--- src/design/input_terminal_pkg.sv ---
// Constants, register map and types for the input-terminal block
package input_terminal_pkg;
  localparam longint CLK_HZ = 64'd250_000_000;
  localparam longint RESET_MIN_MS = 64'd12;
  localparam longint ALARM_CLEAR_MAX_MS = 64'd30;
  localparam longint OFF_DELAY_EXTRA_MS = 64'd1000;
  // Least times round up to whole cycles
  localparam longint RESET_MIN_CYCLES = (RESET_MIN_MS * CLK_HZ + 64'd999) / 64'd1000;
  localparam longint OFF_DELAY_CYCLES = (OFF_DELAY_EXTRA_MS * CLK_HZ + 64'd999) / 64'd1000;
  localparam int CNT_W = 28;
  localparam logic [3:0] AT_DEBOUNCE_CYCLES = 4'h8;
  localparam int NUM_TERMINALS = 5;
  localparam int NUM_LOGIC_OUT = 3;

  // Register byte offsets
  localparam logic [7:0] FUNC_MAP_OFFSET = 8'h00;
  localparam logic [7:0] POLARITY_OFFSET = 8'h04;
  localparam logic [7:0] FREQ_CFG_OFFSET = 8'h08;
  localparam logic [7:0] OFF_DELAY_OFFSET = 8'h0C;
  localparam logic [7:0] STATUS_OFFSET = 8'h10;

  // Field layout
  localparam int FUNC_CODE_W = 5;
  localparam int FREQ_SRC_LSB = 0;
  localparam int ANALOG_SEL_LSB = 8;
  localparam int DELAY_A_LSB = 0;
  localparam int DELAY_B_LSB = 8;
  localparam int DELAY_C_LSB = 16;

  // Reset values
  localparam logic [24:0] FUNC_MAP_RESET = 25'h000_0000;
  localparam logic [4:0] POLARITY_RESET = 5'h00;
  localparam logic [7:0] FREQ_SRC_RESET = 8'h01;
  localparam logic [7:0] ANALOG_SEL_RESET = 8'h00;

  // Input function codes
  localparam logic [4:0] FUNC_USP = 5'h0D;
  localparam logic [4:0] FUNC_CURRENT_SELECT = 5'h10;
  localparam logic [4:0] FUNC_RESET = 5'h12;

  // Setting codes
  localparam logic [7:0] FREQ_SRC_ANALOG = 8'h01;
  localparam logic [7:0] ASEL_POT_OR_VOLTAGE = 8'h02;
  localparam logic [7:0] ASEL_POT_OR_CURRENT = 8'h03;
  localparam logic [7:0] ASEL_VOLTAGE_ONLY = 8'h04;
  localparam logic [7:0] ASEL_CURRENT_ONLY = 8'h05;

  typedef enum logic [1:0] {
    SRC_NONE,
    SRC_VOLTAGE,
    SRC_CURRENT,
    SRC_KEYPAD_POT
  } analog_source_e;
endpackage : input_terminal_pkg

--- src/design/input_terminal.sv ---
// Analog source selection and reset-input handling behind an AHB-Lite register port
//
// Design decisions made here: the AHB-Lite interface to the registers and the register addresses.
`timescale 1ns/100ps
module input_terminal
  import input_terminal_pkg::*;
#(
  parameter logic [CNT_W-1:0] RESET_MIN = CNT_W'(RESET_MIN_CYCLES),
  parameter logic [CNT_W-1:0] OFF_DELAY = CNT_W'(OFF_DELAY_CYCLES)
) (
  input wire logic hclk,
  input wire logic hresetn,
  input wire logic hsel,
  input wire logic [31:0] haddr,
  input wire logic [1:0] htrans,
  input wire logic hwrite,
  input wire logic [2:0] hsize,
  input wire logic [31:0] hwdata,
  input wire logic hready,
  output logic [31:0] hrdata,
  output logic hreadyout,
  output logic hresp,
  input wire logic [NUM_TERMINALS-1:0] terminal_in,
  input wire logic run_cmd,
  input wire logic trip_event,
  input wire logic [NUM_LOGIC_OUT-1:0] logic_out_req,
  output logic [1:0] analog_source,
  output logic motor_drive,
  output logic [NUM_LOGIC_OUT-1:0] logic_out,
  output logic alarm_out
);

  typedef enum logic [1:0] {
    ST_POWER_UP,
    ST_NORMAL,
    ST_RESET_HOLD
  } phase_e;

  // Level of an input function: OR over all terminals carrying its code, zero if unmapped
  function automatic logic func_level(input logic [24:0] map, input logic [4:0] lvl, input logic [4:0] code);
    logic hit;
    hit = 1'b0;
    for (int i = 0; i < NUM_TERMINALS; i++) begin
      if (map[i*FUNC_CODE_W +: FUNC_CODE_W] == code) begin
        hit = hit | lvl[i];
      end
    end
    return hit;
  endfunction : func_level

  // Registers
  logic [24:0] func_map;
  logic [4:0] polarity;
  logic [7:0] freq_source_setting;
  logic [7:0] analog_select_setting;
  logic [7:0] output_off_delay_a;
  logic [7:0] output_off_delay_b;
  logic [7:0] output_off_delay_c;
  logic [24:0] next_func_map;
  logic [4:0] next_polarity;
  logic [7:0] next_freq_source_setting;
  logic [7:0] next_analog_select_setting;
  logic [7:0] next_output_off_delay_a;
  logic [7:0] next_output_off_delay_b;
  logic [7:0] next_output_off_delay_c;

  // Bus state
  logic wr_pending;
  logic [7:0] wr_addr;
  logic [31:0] next_hrdata;
  logic next_wr_pending;
  logic [7:0] next_wr_addr;

  // Control state
  phase_e phase;
  phase_e next_phase;
  logic [CNT_W-1:0] rs_cnt;
  logic [CNT_W-1:0] next_rs_cnt;
  logic [CNT_W-1:0] off_cnt;
  logic [CNT_W-1:0] next_off_cnt;
  logic rs_prev;
  logic trip;
  logic next_trip;
  logic at_filt;
  logic next_at_filt;
  logic [3:0] at_cnt;
  logic [3:0] next_at_cnt;
  logic [1:0] next_analog_source;
  logic next_motor_drive;
  logic [NUM_LOGIC_OUT-1:0] next_logic_out;

  logic addr_phase;
  logic [4:0] term_lvl;
  logic rs_level;
  logic at_raw;
  logic usp_level;
  logic [NUM_LOGIC_OUT-1:0] delay_set;

  assign addr_phase = hsel & htrans[1] & hready;
  assign delay_set = {output_off_delay_c != 8'h00, output_off_delay_b != 8'h00, output_off_delay_a != 8'h00};

  // Terminal levels after polarity; reset terminals ignore inversion
  always_comb begin
    term_lvl = terminal_in;
    for (int i = 0; i < NUM_TERMINALS; i++) begin
      if (func_map[i*FUNC_CODE_W +: FUNC_CODE_W] != FUNC_RESET) begin
        term_lvl[i] = terminal_in[i] ^ polarity[i];
      end
    end
    rs_level = func_level(func_map, term_lvl, FUNC_RESET);
    at_raw = func_level(func_map, term_lvl, FUNC_CURRENT_SELECT);
    usp_level = func_level(func_map, term_lvl, FUNC_USP);
  end

  // Register bus
  always_comb begin
    next_wr_pending = addr_phase & hwrite;
    next_wr_addr = addr_phase ? haddr[7:0] : wr_addr;
    next_hrdata = hrdata;
    if (addr_phase && !hwrite) begin
      unique case (haddr[7:0])
        FUNC_MAP_OFFSET: next_hrdata = {7'h00, func_map};
        POLARITY_OFFSET: next_hrdata = {27'h000_0000, polarity};
        FREQ_CFG_OFFSET: next_hrdata = {16'h0000, analog_select_setting, freq_source_setting};
        OFF_DELAY_OFFSET: next_hrdata = {8'h00, output_off_delay_c, output_off_delay_b, output_off_delay_a};
        STATUS_OFFSET: next_hrdata = {21'h00_0000, logic_out, motor_drive, analog_source, rs_level, at_filt,
                                      phase == ST_RESET_HOLD, phase == ST_POWER_UP, trip};
        default: next_hrdata = 32'h0000_0000;
      endcase
    end
    next_func_map = func_map;
    next_polarity = polarity;
    next_freq_source_setting = freq_source_setting;
    next_analog_select_setting = analog_select_setting;
    next_output_off_delay_a = output_off_delay_a;
    next_output_off_delay_b = output_off_delay_b;
    next_output_off_delay_c = output_off_delay_c;
    if (wr_pending) begin
      unique case (wr_addr)
        FUNC_MAP_OFFSET: next_func_map = hwdata[24:0];
        POLARITY_OFFSET: next_polarity = hwdata[4:0];
        FREQ_CFG_OFFSET: begin
          next_freq_source_setting = hwdata[FREQ_SRC_LSB +: 8];
          next_analog_select_setting = hwdata[ANALOG_SEL_LSB +: 8];
        end
        OFF_DELAY_OFFSET: begin
          next_output_off_delay_a = hwdata[DELAY_A_LSB +: 8];
          next_output_off_delay_b = hwdata[DELAY_B_LSB +: 8];
          next_output_off_delay_c = hwdata[DELAY_C_LSB +: 8];
        end
        default: next_func_map = func_map;
      endcase
    end
  end

  always_ff @(posedge hclk or negedge hresetn) begin
    if (!hresetn) begin
      func_map <= FUNC_MAP_RESET;
      polarity <= POLARITY_RESET;
      freq_source_setting <= FREQ_SRC_RESET;
      analog_select_setting <= ANALOG_SEL_RESET;
      output_off_delay_a <= 8'h00;
      output_off_delay_b <= 8'h00;
      output_off_delay_c <= 8'h00;
      wr_pending <= 1'b0;
      wr_addr <= 8'h00;
      hrdata <= 32'h0000_0000;
      hreadyout <= 1'b0;
      hresp <= 1'b0;
    end else begin
      func_map <= next_func_map;
      polarity <= next_polarity;
      freq_source_setting <= next_freq_source_setting;
      analog_select_setting <= next_analog_select_setting;
      output_off_delay_a <= next_output_off_delay_a;
      output_off_delay_b <= next_output_off_delay_b;
      output_off_delay_c <= next_output_off_delay_c;
      wr_pending <= next_wr_pending;
      wr_addr <= next_wr_addr;
      hrdata <= next_hrdata;
      hreadyout <= 1'b1;
      hresp <= 1'b0;
    end
  end

  // Reset sequencing, trip, analog routing and output gating
  always_comb begin
    next_at_cnt = at_cnt;
    next_at_filt = at_filt;
    if (at_raw == at_filt) begin
      next_at_cnt = 4'h0;
    end else if (at_cnt == AT_DEBOUNCE_CYCLES) begin
      next_at_filt = at_raw;
      next_at_cnt = 4'h0;
    end else begin
      next_at_cnt = at_cnt + 4'h1;
    end

    next_phase = phase;
    next_trip = trip;
    // Width counter saturates once the pulse is long enough
    if ((phase == ST_POWER_UP || rs_level) && rs_cnt != RESET_MIN) begin
      next_rs_cnt = rs_cnt + CNT_W'(1);
    end else if (phase != ST_POWER_UP && !rs_level) begin
      next_rs_cnt = '0;
    end else begin
      next_rs_cnt = rs_cnt;
    end
    unique case (phase)
      ST_POWER_UP: begin
        if (rs_cnt == RESET_MIN) begin
          next_phase = ST_NORMAL;
          next_trip = usp_level & run_cmd;
          next_rs_cnt = '0;
        end
      end
      ST_NORMAL: begin
        if (rs_level && rs_cnt == RESET_MIN) begin
          next_phase = ST_RESET_HOLD;
          next_trip = 1'b0;
        end
      end
      ST_RESET_HOLD: begin
        next_trip = 1'b0;
        if (!rs_level) begin
          next_phase = ST_NORMAL;
        end
      end
    endcase
    if (trip_event && phase == ST_NORMAL) begin
      next_trip = 1'b1;
    end

    if (rs_level && !rs_prev) begin
      next_off_cnt = OFF_DELAY;
    end else if (off_cnt != '0) begin
      next_off_cnt = off_cnt - CNT_W'(1);
    end else begin
      next_off_cnt = off_cnt;
    end

    next_analog_source = SRC_NONE;
    if (freq_source_setting == FREQ_SRC_ANALOG) begin
      unique case (analog_select_setting)
        ASEL_POT_OR_VOLTAGE: next_analog_source = at_filt ? SRC_KEYPAD_POT : SRC_VOLTAGE;
        ASEL_POT_OR_CURRENT: next_analog_source = at_filt ? SRC_KEYPAD_POT : SRC_CURRENT;
        ASEL_VOLTAGE_ONLY: next_analog_source = SRC_VOLTAGE;
        ASEL_CURRENT_ONLY: next_analog_source = SRC_CURRENT;
        default: next_analog_source = at_filt ? SRC_CURRENT : SRC_VOLTAGE;
      endcase
    end

    // Motor drops at once on reset and coasts; runs again only after trip clears and the reset input releases back to normal
    next_motor_drive = run_cmd & !trip & !rs_level & (phase == ST_NORMAL);
    // Next count, so a delayed output does not blank for one cycle on the reset rise
    for (int i = 0; i < NUM_LOGIC_OUT; i++) begin
      next_logic_out[i] = logic_out_req[i] & (!rs_level | (delay_set[i] & next_off_cnt != '0));
    end
  end

  always_ff @(posedge hclk or negedge hresetn) begin
    if (!hresetn) begin
      phase <= ST_POWER_UP;
      rs_cnt <= '0;
      off_cnt <= '0;
      rs_prev <= 1'b0;
      trip <= 1'b0;
      at_filt <= 1'b0;
      at_cnt <= 4'h0;
      analog_source <= SRC_NONE;
      motor_drive <= 1'b0;
      logic_out <= '0;
      alarm_out <= 1'b0;
    end else begin
      phase <= next_phase;
      rs_cnt <= next_rs_cnt;
      off_cnt <= next_off_cnt;
      rs_prev <= rs_level;
      trip <= next_trip;
      at_filt <= next_at_filt;
      at_cnt <= next_at_cnt;
      analog_source <= next_analog_source;
      motor_drive <= next_motor_drive;
      logic_out <= next_logic_out;
      alarm_out <= next_trip;
    end
  end

endmodule : input_terminal

--- config.mk ---
export PLATFORM = sky130hd
export DESIGN_NAME = input_terminal
export DESIGN_NICKNAME = d
export VERILOG_FILES = /design/src/design/input_terminal_pkg.sv /design/src/design/input_terminal.sv
export SDC_FILE = /design/constraint.sdc
export NUM_CORES = 1
export LEC_CHECK = 0
export BUFFER_PORTS_ARGS = -buffer_cell sky130_fd_sc_hd__buf_2
export CORE_MARGIN = 5
export CORE_UTILIZATION = 58
export DETAILED_ROUTE_END_ITERATION = 6
export PLACE_DENSITY = 0.85
export SLEW_MARGIN = 5
export SYNTH_ARGS = -nofsm -noshare
export SYNTH_HDL_FRONTEND = slang
export SYNTH_SLANG_ARGS = --single-unit
--- constraint.sdc ---
create_clock -name hclk -period 3.8 [get_ports hclk]
set_input_delay 0.19 -clock hclk [delete_from_list [all_inputs] [get_ports hclk]]
set_output_delay 0.19 -clock hclk [all_outputs]
set_load 0.01 [all_outputs]
Yosys cells after proc, flatten, opt, wreduce, memory -nomap -nowiden
Index checks and enable logic that the tools add are counted.

operators by class
  $add $sub $neg = 3
  multiply operators = 0
  div/mod/pow operators = 0
  magnitude comparators = 0
  equal/unequal tests = 43
  shift-type cells = 0
  mux-type cells = 42
  bitwise gates (word level) = 34
  reductions and logical operators = 27

operators by type and width
  operator                                            count
  2-to-1 mux 28 bit                                   6
  case mux 25 bit (5 select lines)                    1
  nonzero test 28 bit                                 2
  == test 5 bit, second input constant                10
  == test 8 x 3 -> 1 bit, second input constant       4
  == test 8 x 4 -> 1 bit, second input constant       4
  adder 28 x 1 -> 28 bit, second input constant       1
  == test 28 x 22 -> 1 bit, second input constant     1
  != test 28 x 22 -> 1 bit, second input constant     1
  subtractor 28 x 1 -> 28 bit, second input constant  1
  == test 5 x 4 -> 1 bit, second input constant       5
  != test 5 bit, second input constant                5
  2-to-1 mux 1 bit                                    24
  nonzero test 8 bit                                  3
  == test 8 x 2 -> 1 bit, second input constant       2
  logical NOT 8 bit                                   2
  OR 1 bit                                            15
  AND 1 bit                                           13
  2-to-1 mux 2 bit                                    6
  AND reduction 2 bit                                 6
  == test 8 x 1 -> 1 bit, second input constant       1
  == test 8 x 5 -> 1 bit, second input constant       1
  2-to-1 mux 4 bit                                    2
  case mux 2 bit (4 select lines)                     1
  19 further kinds                                    32

word-level totals
  register bits = 183
  latch bits = 0
  memory bits (writable) = 0
  memory bits (read-only) = 0
  input bits = 84
  output and inout bits = 41
  logic and storage cells = 170
  memories kept = 0

Depth between registers and ports, before layout
  word-level depth = 17
  mapped depth = 10
  gate-level depth less buffers = 9

Worst setup path before layout
No wires, ideal clock.

  path type = reg2reg
  from = reg off_cnt[19]
  to = reg logic_out[0]
  setup time = 132 ps
  data arrival time = 2,792 ps
  required time = 3,668 ps
  path slack = 876 ps
  stages on the path, launching flop included = 9
  path buffers = 1
  period minus slack after synthesis = 2,924 ps
  path through = dfrtp_1 > or4_1 > buf_2 > or4_4 > o31a_1 > or3_4 > nand4b_4 > nor4_4 > a21oi_1

between the ends
  longest elaborated chain between the ends = 7
  elaborated cells between the ends (all ways) = 8
  classes of those cells = add/sub (1); mux (2); bitwise (3); reduce/logical (2)

ends and longest elaborated chain
  element                                                                    RTL line                                      text
  from (decl)                                                                input_terminal.sv:79                          logic [CNT_W-1:0] off_cnt;
  from (signal assigned)                                                     input_terminal.sv:277                         off_cnt <= next_off_cnt;
  subtractor 28 x 1 -> 28 bit / nonzero test 28 bit (equally long branches)  input_terminal.sv:237, input_terminal.sv:236
  2-to-1 mux 28 bit *                                                        input_terminal.sv:236                         end else if (off_cnt != '0) begin
  2-to-1 mux 28 bit *                                                        input_terminal.sv:234                         if (rs_level && !rs_prev) begin
  named net next_off_cnt[26]                                                 input_terminal.sv:80                          logic [CNT_W-1:0] next_off_cnt;
  nonzero test 28 bit *                                                      input_terminal.sv:257                         next_logic_out[i] = logic_out_req[i] & (!rs_level | (delay_set[i] & next_off_cnt != '0));
  AND 1 bit *                                                                input_terminal.sv:257
  OR 1 bit *                                                                 input_terminal.sv:257
  AND 1 bit *                                                                input_terminal.sv:257
  named net next_logic_out[0]                                                input_terminal.sv:90                          logic [NUM_LOGIC_OUT-1:0] next_logic_out;
  to (signal assigned)                                                       input_terminal.sv:284                         logic_out <= next_logic_out;
  to (decl)                                                                  input_terminal.sv:29                          output logic [NUM_LOGIC_OUT-1:0] logic_out,

The timed path passes the listed nets; every way through them passes the cells marked *.
A chain may end at the register's enable or synchronous reset.

Final worst setup path
  from = reg off_cnt[0]
  to = reg logic_out[0]

between the ends
  longest elaborated chain between the ends = 7
  elaborated cells between the ends (all ways) = 8
  classes of those cells = add/sub (1); mux (2); bitwise (3); reduce/logical (2)

ends and longest elaborated chain
  element                                                                    RTL line
  subtractor 28 x 1 -> 28 bit / nonzero test 28 bit (equally long branches)  input_terminal.sv:237, input_terminal.sv:236
  2-to-1 mux 28 bit *                                                        input_terminal.sv:236
  2-to-1 mux 28 bit *                                                        input_terminal.sv:234
  nonzero test 28 bit *                                                      input_terminal.sv:257
  AND 1 bit *                                                                input_terminal.sv:257
  OR 1 bit *                                                                 input_terminal.sv:257
  AND 1 bit *                                                                input_terminal.sv:257
  named net next_logic_out[0]                                                input_terminal.sv:90

Marked as above.

==> reports/qor.txt <==
WORST SETUP PATH
---------------------------------------------------------------------------------
Crit-path leading delay family                                       simple AND/OR/NAND/NOR gates
Startpoint type of the worst setup path                                      flop
List of cells traversed by the critical path                         inv_1 > ha_1 > or3b_2 > nor4_2 > a2111oi_0 > a211oi_1 > nand4b_4 > nor4_4 > a21oi_1
CP Buf/Inv Count                                                                1
End of the worst register-to-register path                           logic_out[0]$_DFF_PN0_
Arrival time at the worst endpoint                                        3.63 ns
Setup slack, reg-to-reg                                                   0.47 ns
Max incr delay on CP                                                      0.61 ns
CP required                                                               4.10 ns
Worst reg2reg startpoint                                             off_cnt[0]$_DFF_PN0_
Class of the most critical setup path                                flop to flop
Largest fanout of any net on the critical path                                  8
Kind of end point of the critical path                                       flop
Highest-delay cell along the critical path                                 nor4_2
Register-to-Register Path Depth                                                 9

MIN PATH
---------------------------------------------------------------------------------
Classification of the worst-slack hold path                          input port to flop
Hold path start                                                        hwdata[20]
Worst hold path stage count                                                     2
End point of the worst hold path                                     func_map[20]$_DFFE_PN0P_

TIMING
---------------------------------------------------------------------------------
Clock tree skew after final layout                                     0.00774 ns
Rel. slew slack                                                             0.242
Final period util                                                           0.875
Max Fclk                                                                  301 MHz
Final max-slew violation count                                                  0
Setup repair after global routing missed its margin                            no
Worst-margin pin slew                                                     1.14 ns
Final Setup Violations                                                          0
Final number of hold-violating endpoints                                        0
Total Neg Setup Slack                                                        0 ns
Post-layout minimum cycle time                                            3.33 ns

PLACED DESIGN
---------------------------------------------------------------------------------
RD Place Congestion                                                         0.920
Count of input and output buffers                                              81
Cell area reported after detailed placement                              9240 µm²
Placed cell count                                                           1,058
Placed wire-length estimate after detailed placement                      14.9 mm

YOSYS
---------------------------------------------------------------------------------
Post-synthesis cell count                                                     815
Number of flops mapped to enable cells by yosys                                 0
Share of synthesized area occupied by flip-flops and latches                0.509
Mean area per synthesized cell                                           10.6 µm²
Post-Syn Area                                                            8660 µm²
Most used flip-flop cell after synthesis                                  dfrtp_1
Warning count from the yosys run                                                0
Yosys cell types                                                               64
Fraction of synthesis flops using an asynchronous set or reset pin           1.00
Flop and latch count out of synthesis                                         176

CLOCK TREE
---------------------------------------------------------------------------------
CTS tree                                                                     done
Latest clock arrival within the worst-skew pair                           0.43 ns
Clk slew on worst S/H paths                                               0.06 ns
Sink Count                                                                    176
Setup Fix Bufs, Post-CTS                                                        0
Root cell of the clock tree                                             clkbuf_16
Hold-fix buffer count after cts                                                 4
Number of buffers created by CTS                                               17
H-tree levels                                                                   4
Maximum buffer depth of the clock tree                                          2
Count of cells resized by post-cts repair                                       0

GLOBAL ROUTING
---------------------------------------------------------------------------------
Met3 track demand over resource in global routing                          0.0527
Met1 track demand over resource                                             0.321
Antenna violations before repair                                                1
Global-route wire length before repair                                    35.5 mm
Vias in the first global route                                              6,873
Busiest metal layer after global routing                                     met2
Global-route total usage across every layer                                 0.252
Remaining Overflow, GRT                                                         0
Pin count of the biggest net entering global routing                          103
Met2 demand-to-capacity share in global routing                             0.426

POWER AND IR DROP
---------------------------------------------------------------------------------
Total power divided by cell area                                       455 nW/µm²
Largest vdd supply drop                                                    352 µV
Total Power Consumption                                                   4.49 mW
Leakage power total                                                       4.26 nW

DRT
---------------------------------------------------------------------------------
Wire length per cell after detailed routing                               20.0 µm
Initial detailed-routing violation count                                      791
Per-cell via count in the routed design                                      6.27
DR DRC count                                                                    0
Final wirelength                                                          21.8 mm
Total iterations of the first detailed-routing run                              5
Routed via count                                                            6,845
Antenna violation net count after detailed routing                              0

DIE
---------------------------------------------------------------------------------
FP Rows                                                                        44
Die extent in y                                                            132 µm
Initial core utilization                                                    0.593
Total Die Area                                                         17,500 µm²
Io pins                                                                       125
Width of the die                                                           132 µm
Core area                                                              14,600 µm²

FINISH
---------------------------------------------------------------------------------
Share of layout cells above drive strength 1                                0.249
Register cell area after layout                                          4410 µm²
Fill count                                                                  1,031
Post-route cell area                                                     9860 µm²
Nets@finish                                                                   990
Finished Layout Cells                                                       1,091
Final Core Density                                                          0.676
Multi-input logic area                                                   4010 µm²
Area grow syn2layout                                                        13.9%
ANT cells                                                                       0

FLOW RUN
---------------------------------------------------------------------------------
Max-cap violations                                                              0

RUN STATUS
---------------------------------------------------------------------------------
Status                                                               finished clean

==> report_power, final <==
part	internal, mW	leakage [nW]	switching, mW	total, mW
clock network	1.04	0.277	0.698	1.74
registers	2.03	2.22	0.197	2.23
logic	0.243	1.76	0.279	0.522
total	3.31	4.26	1.17	4.49
==> flip-flops by register name, indices dropped and copies added, names as in the netlist, 3 cells and up <==
signal                 cells
off_cnt                   28
rs_cnt                    28
func_map                  25
hrdata                    25
analog_select_setting      8
freq_source_setting        8
output_off_delay_a         8
output_off_delay_b         8
output_off_delay_c         8
wr_addr                    8
polarity                   5
at_cnt                     4
logic_out                  3
==> layer usage <==
metal / routed length, µm / share of wire / vias to the layer above
met1: 8520 / 0.39 / 3391
met4: 445 / 0.020 / 2
met2: 11100 / 0.51 / 315
met3: 1660 / 0.076 / 50
met5: 13 / 0.00060 / -
li1: - / - / 3087
==> logic make-up (layout without fill, tap and decap cells) <==
family / count (synthesis) / after routing / synth area share
AOI/OAI and AO/OA: 113 / 113 / 0.0845
xor gates and xnor gates: 45 / 45 / 0.0455
adders and majority gates: 9 / 9 / 0.0130
buffers and inverters: 64 / 149 / 0.0317
DFF: 176 / 176 / 0.509
muxes: 98 / 98 / 0.126
other: 2 / 9 / 0.000868
and+or+nand+nor: 308 / 308 / 0.190
==> cell usage in the layout (no fill, tap or decap), types with 6 or more instances in the layout <==
master     netlist  layout
xnor2_1         24      24
conb_1           2       9
mux2i_1         12      12
a22oi_1         11      11
buf_4            8      13
buf_2            3      80
dfrtp_1        175     175
ha_1             9       9
and3_1           7       7
nor4_1          21      21
nor3_1          13      13
nand2b_1         7       7
nor4b_1          9       9
nand3_1         36      36
o21ai_0         36      36
or4_1            8       8
xor2_1          21      21
mux2_2          86      86
nand3b_1         7       7
a222oi_1         6       6
nand2_1         74      74
clkbuf_16        0      17
inv_1           22      22
nor2_1          73      73
nand4_1         14      14
a21oi_1         25      25
==> metrics by stage <==
stage / setup slack, ns / hold WS (ns)
2_1_floorplan: 0.876 / -0.106
3_3_place_gp: 0.549 / 0.355
3_5_place_dp: 0.542 / 0.355
4_1_cts: 0.507 / 0.000909
5_1_grt: 0.246 / 0.00667
6_report: 0.473 / 0.0125
==> how the worst max path moves through the flow <==
stage	startpoint	end	slack (ns)	cells after the start
2_1_floorplan	off_cnt[19]$_DFF_PN0_	logic_out[0]$_DFF_PN0_	0.88	8
3_3_place_gp	off_cnt[0]$_DFF_PN0_	logic_out[0]$_DFF_PN0_	0.55	9
3_5_place_dp	off_cnt[0]$_DFF_PN0_	logic_out[1]$_DFF_PN0_	0.54	9
4_1_cts	off_cnt[0]$_DFF_PN0_	logic_out[1]$_DFF_PN0_	0.51	9
5_1_grt	off_cnt[0]$_DFF_PN0_	logic_out[1]$_DFF_PN0_	0.25	9
6_report	off_cnt[0]$_DFF_PN0_	logic_out[0]$_DFF_PN0_	0.47	9
==> area by class of cell <==
class / instances / area share
clock buffers: 19 / 0.0449
clock inverters: 10 / 0.0142
inverters: 22 / 0.00837
multi-input cells: 582 / 0.407
flip-flops and latches: 176 / 0.447
well taps: 184 / 0.0233
repair buffers: 98 / 0.0557
==> cells in the mapped netlist (2+ instances only) <==
master,instances,share of area
dfrtp_1,175,0.51
mux2_2,86,0.11
nand2_1,74,0.032
nor2_1,73,0.032
nand3_1,36,0.021
o21ai_0,36,0.021
clkbuf_1,29,0.013
a21oi_1,25,0.014
xnor2_1,24,0.024
inv_1,22,0.0095
nor4_1,21,0.015
xor2_1,21,0.021
nand4_1,14,0.010
nor3_1,13,0.0075
mux2i_1,12,0.014
a22oi_1,11,0.0095
ha_1,9,0.013
nor4b_1,9,0.0091
buf_4,8,0.0069
or4_1,8,0.0069
and3_1,7,0.0051
nand2b_1,7,0.0051
nand3b_1,7,0.0061
a222oi_1,6,0.0069
a221oi_1,5,0.0051
and2_1,5,0.0036
a2111oi_0,4,0.0040
a211oi_1,4,0.0035
nand4b_1,4,0.0040
o21a_1,4,0.0035
o31ai_1,4,0.0035
or2_2,4,0.0029
and4b_1,3,0.0035
buf_2,3,0.0017
nor3b_1,3,0.0026
nor4_2,3,0.0043
or3_1,3,0.0022
a31oi_1,2,0.0014
and4_1,2,0.0020
buf_1,2,0.00087
conb_1,2,0.00087
nor2b_1,2,0.0014
o22ai_1,2,0.0014
Note: power is estimated with default switching activity, not from simulation.
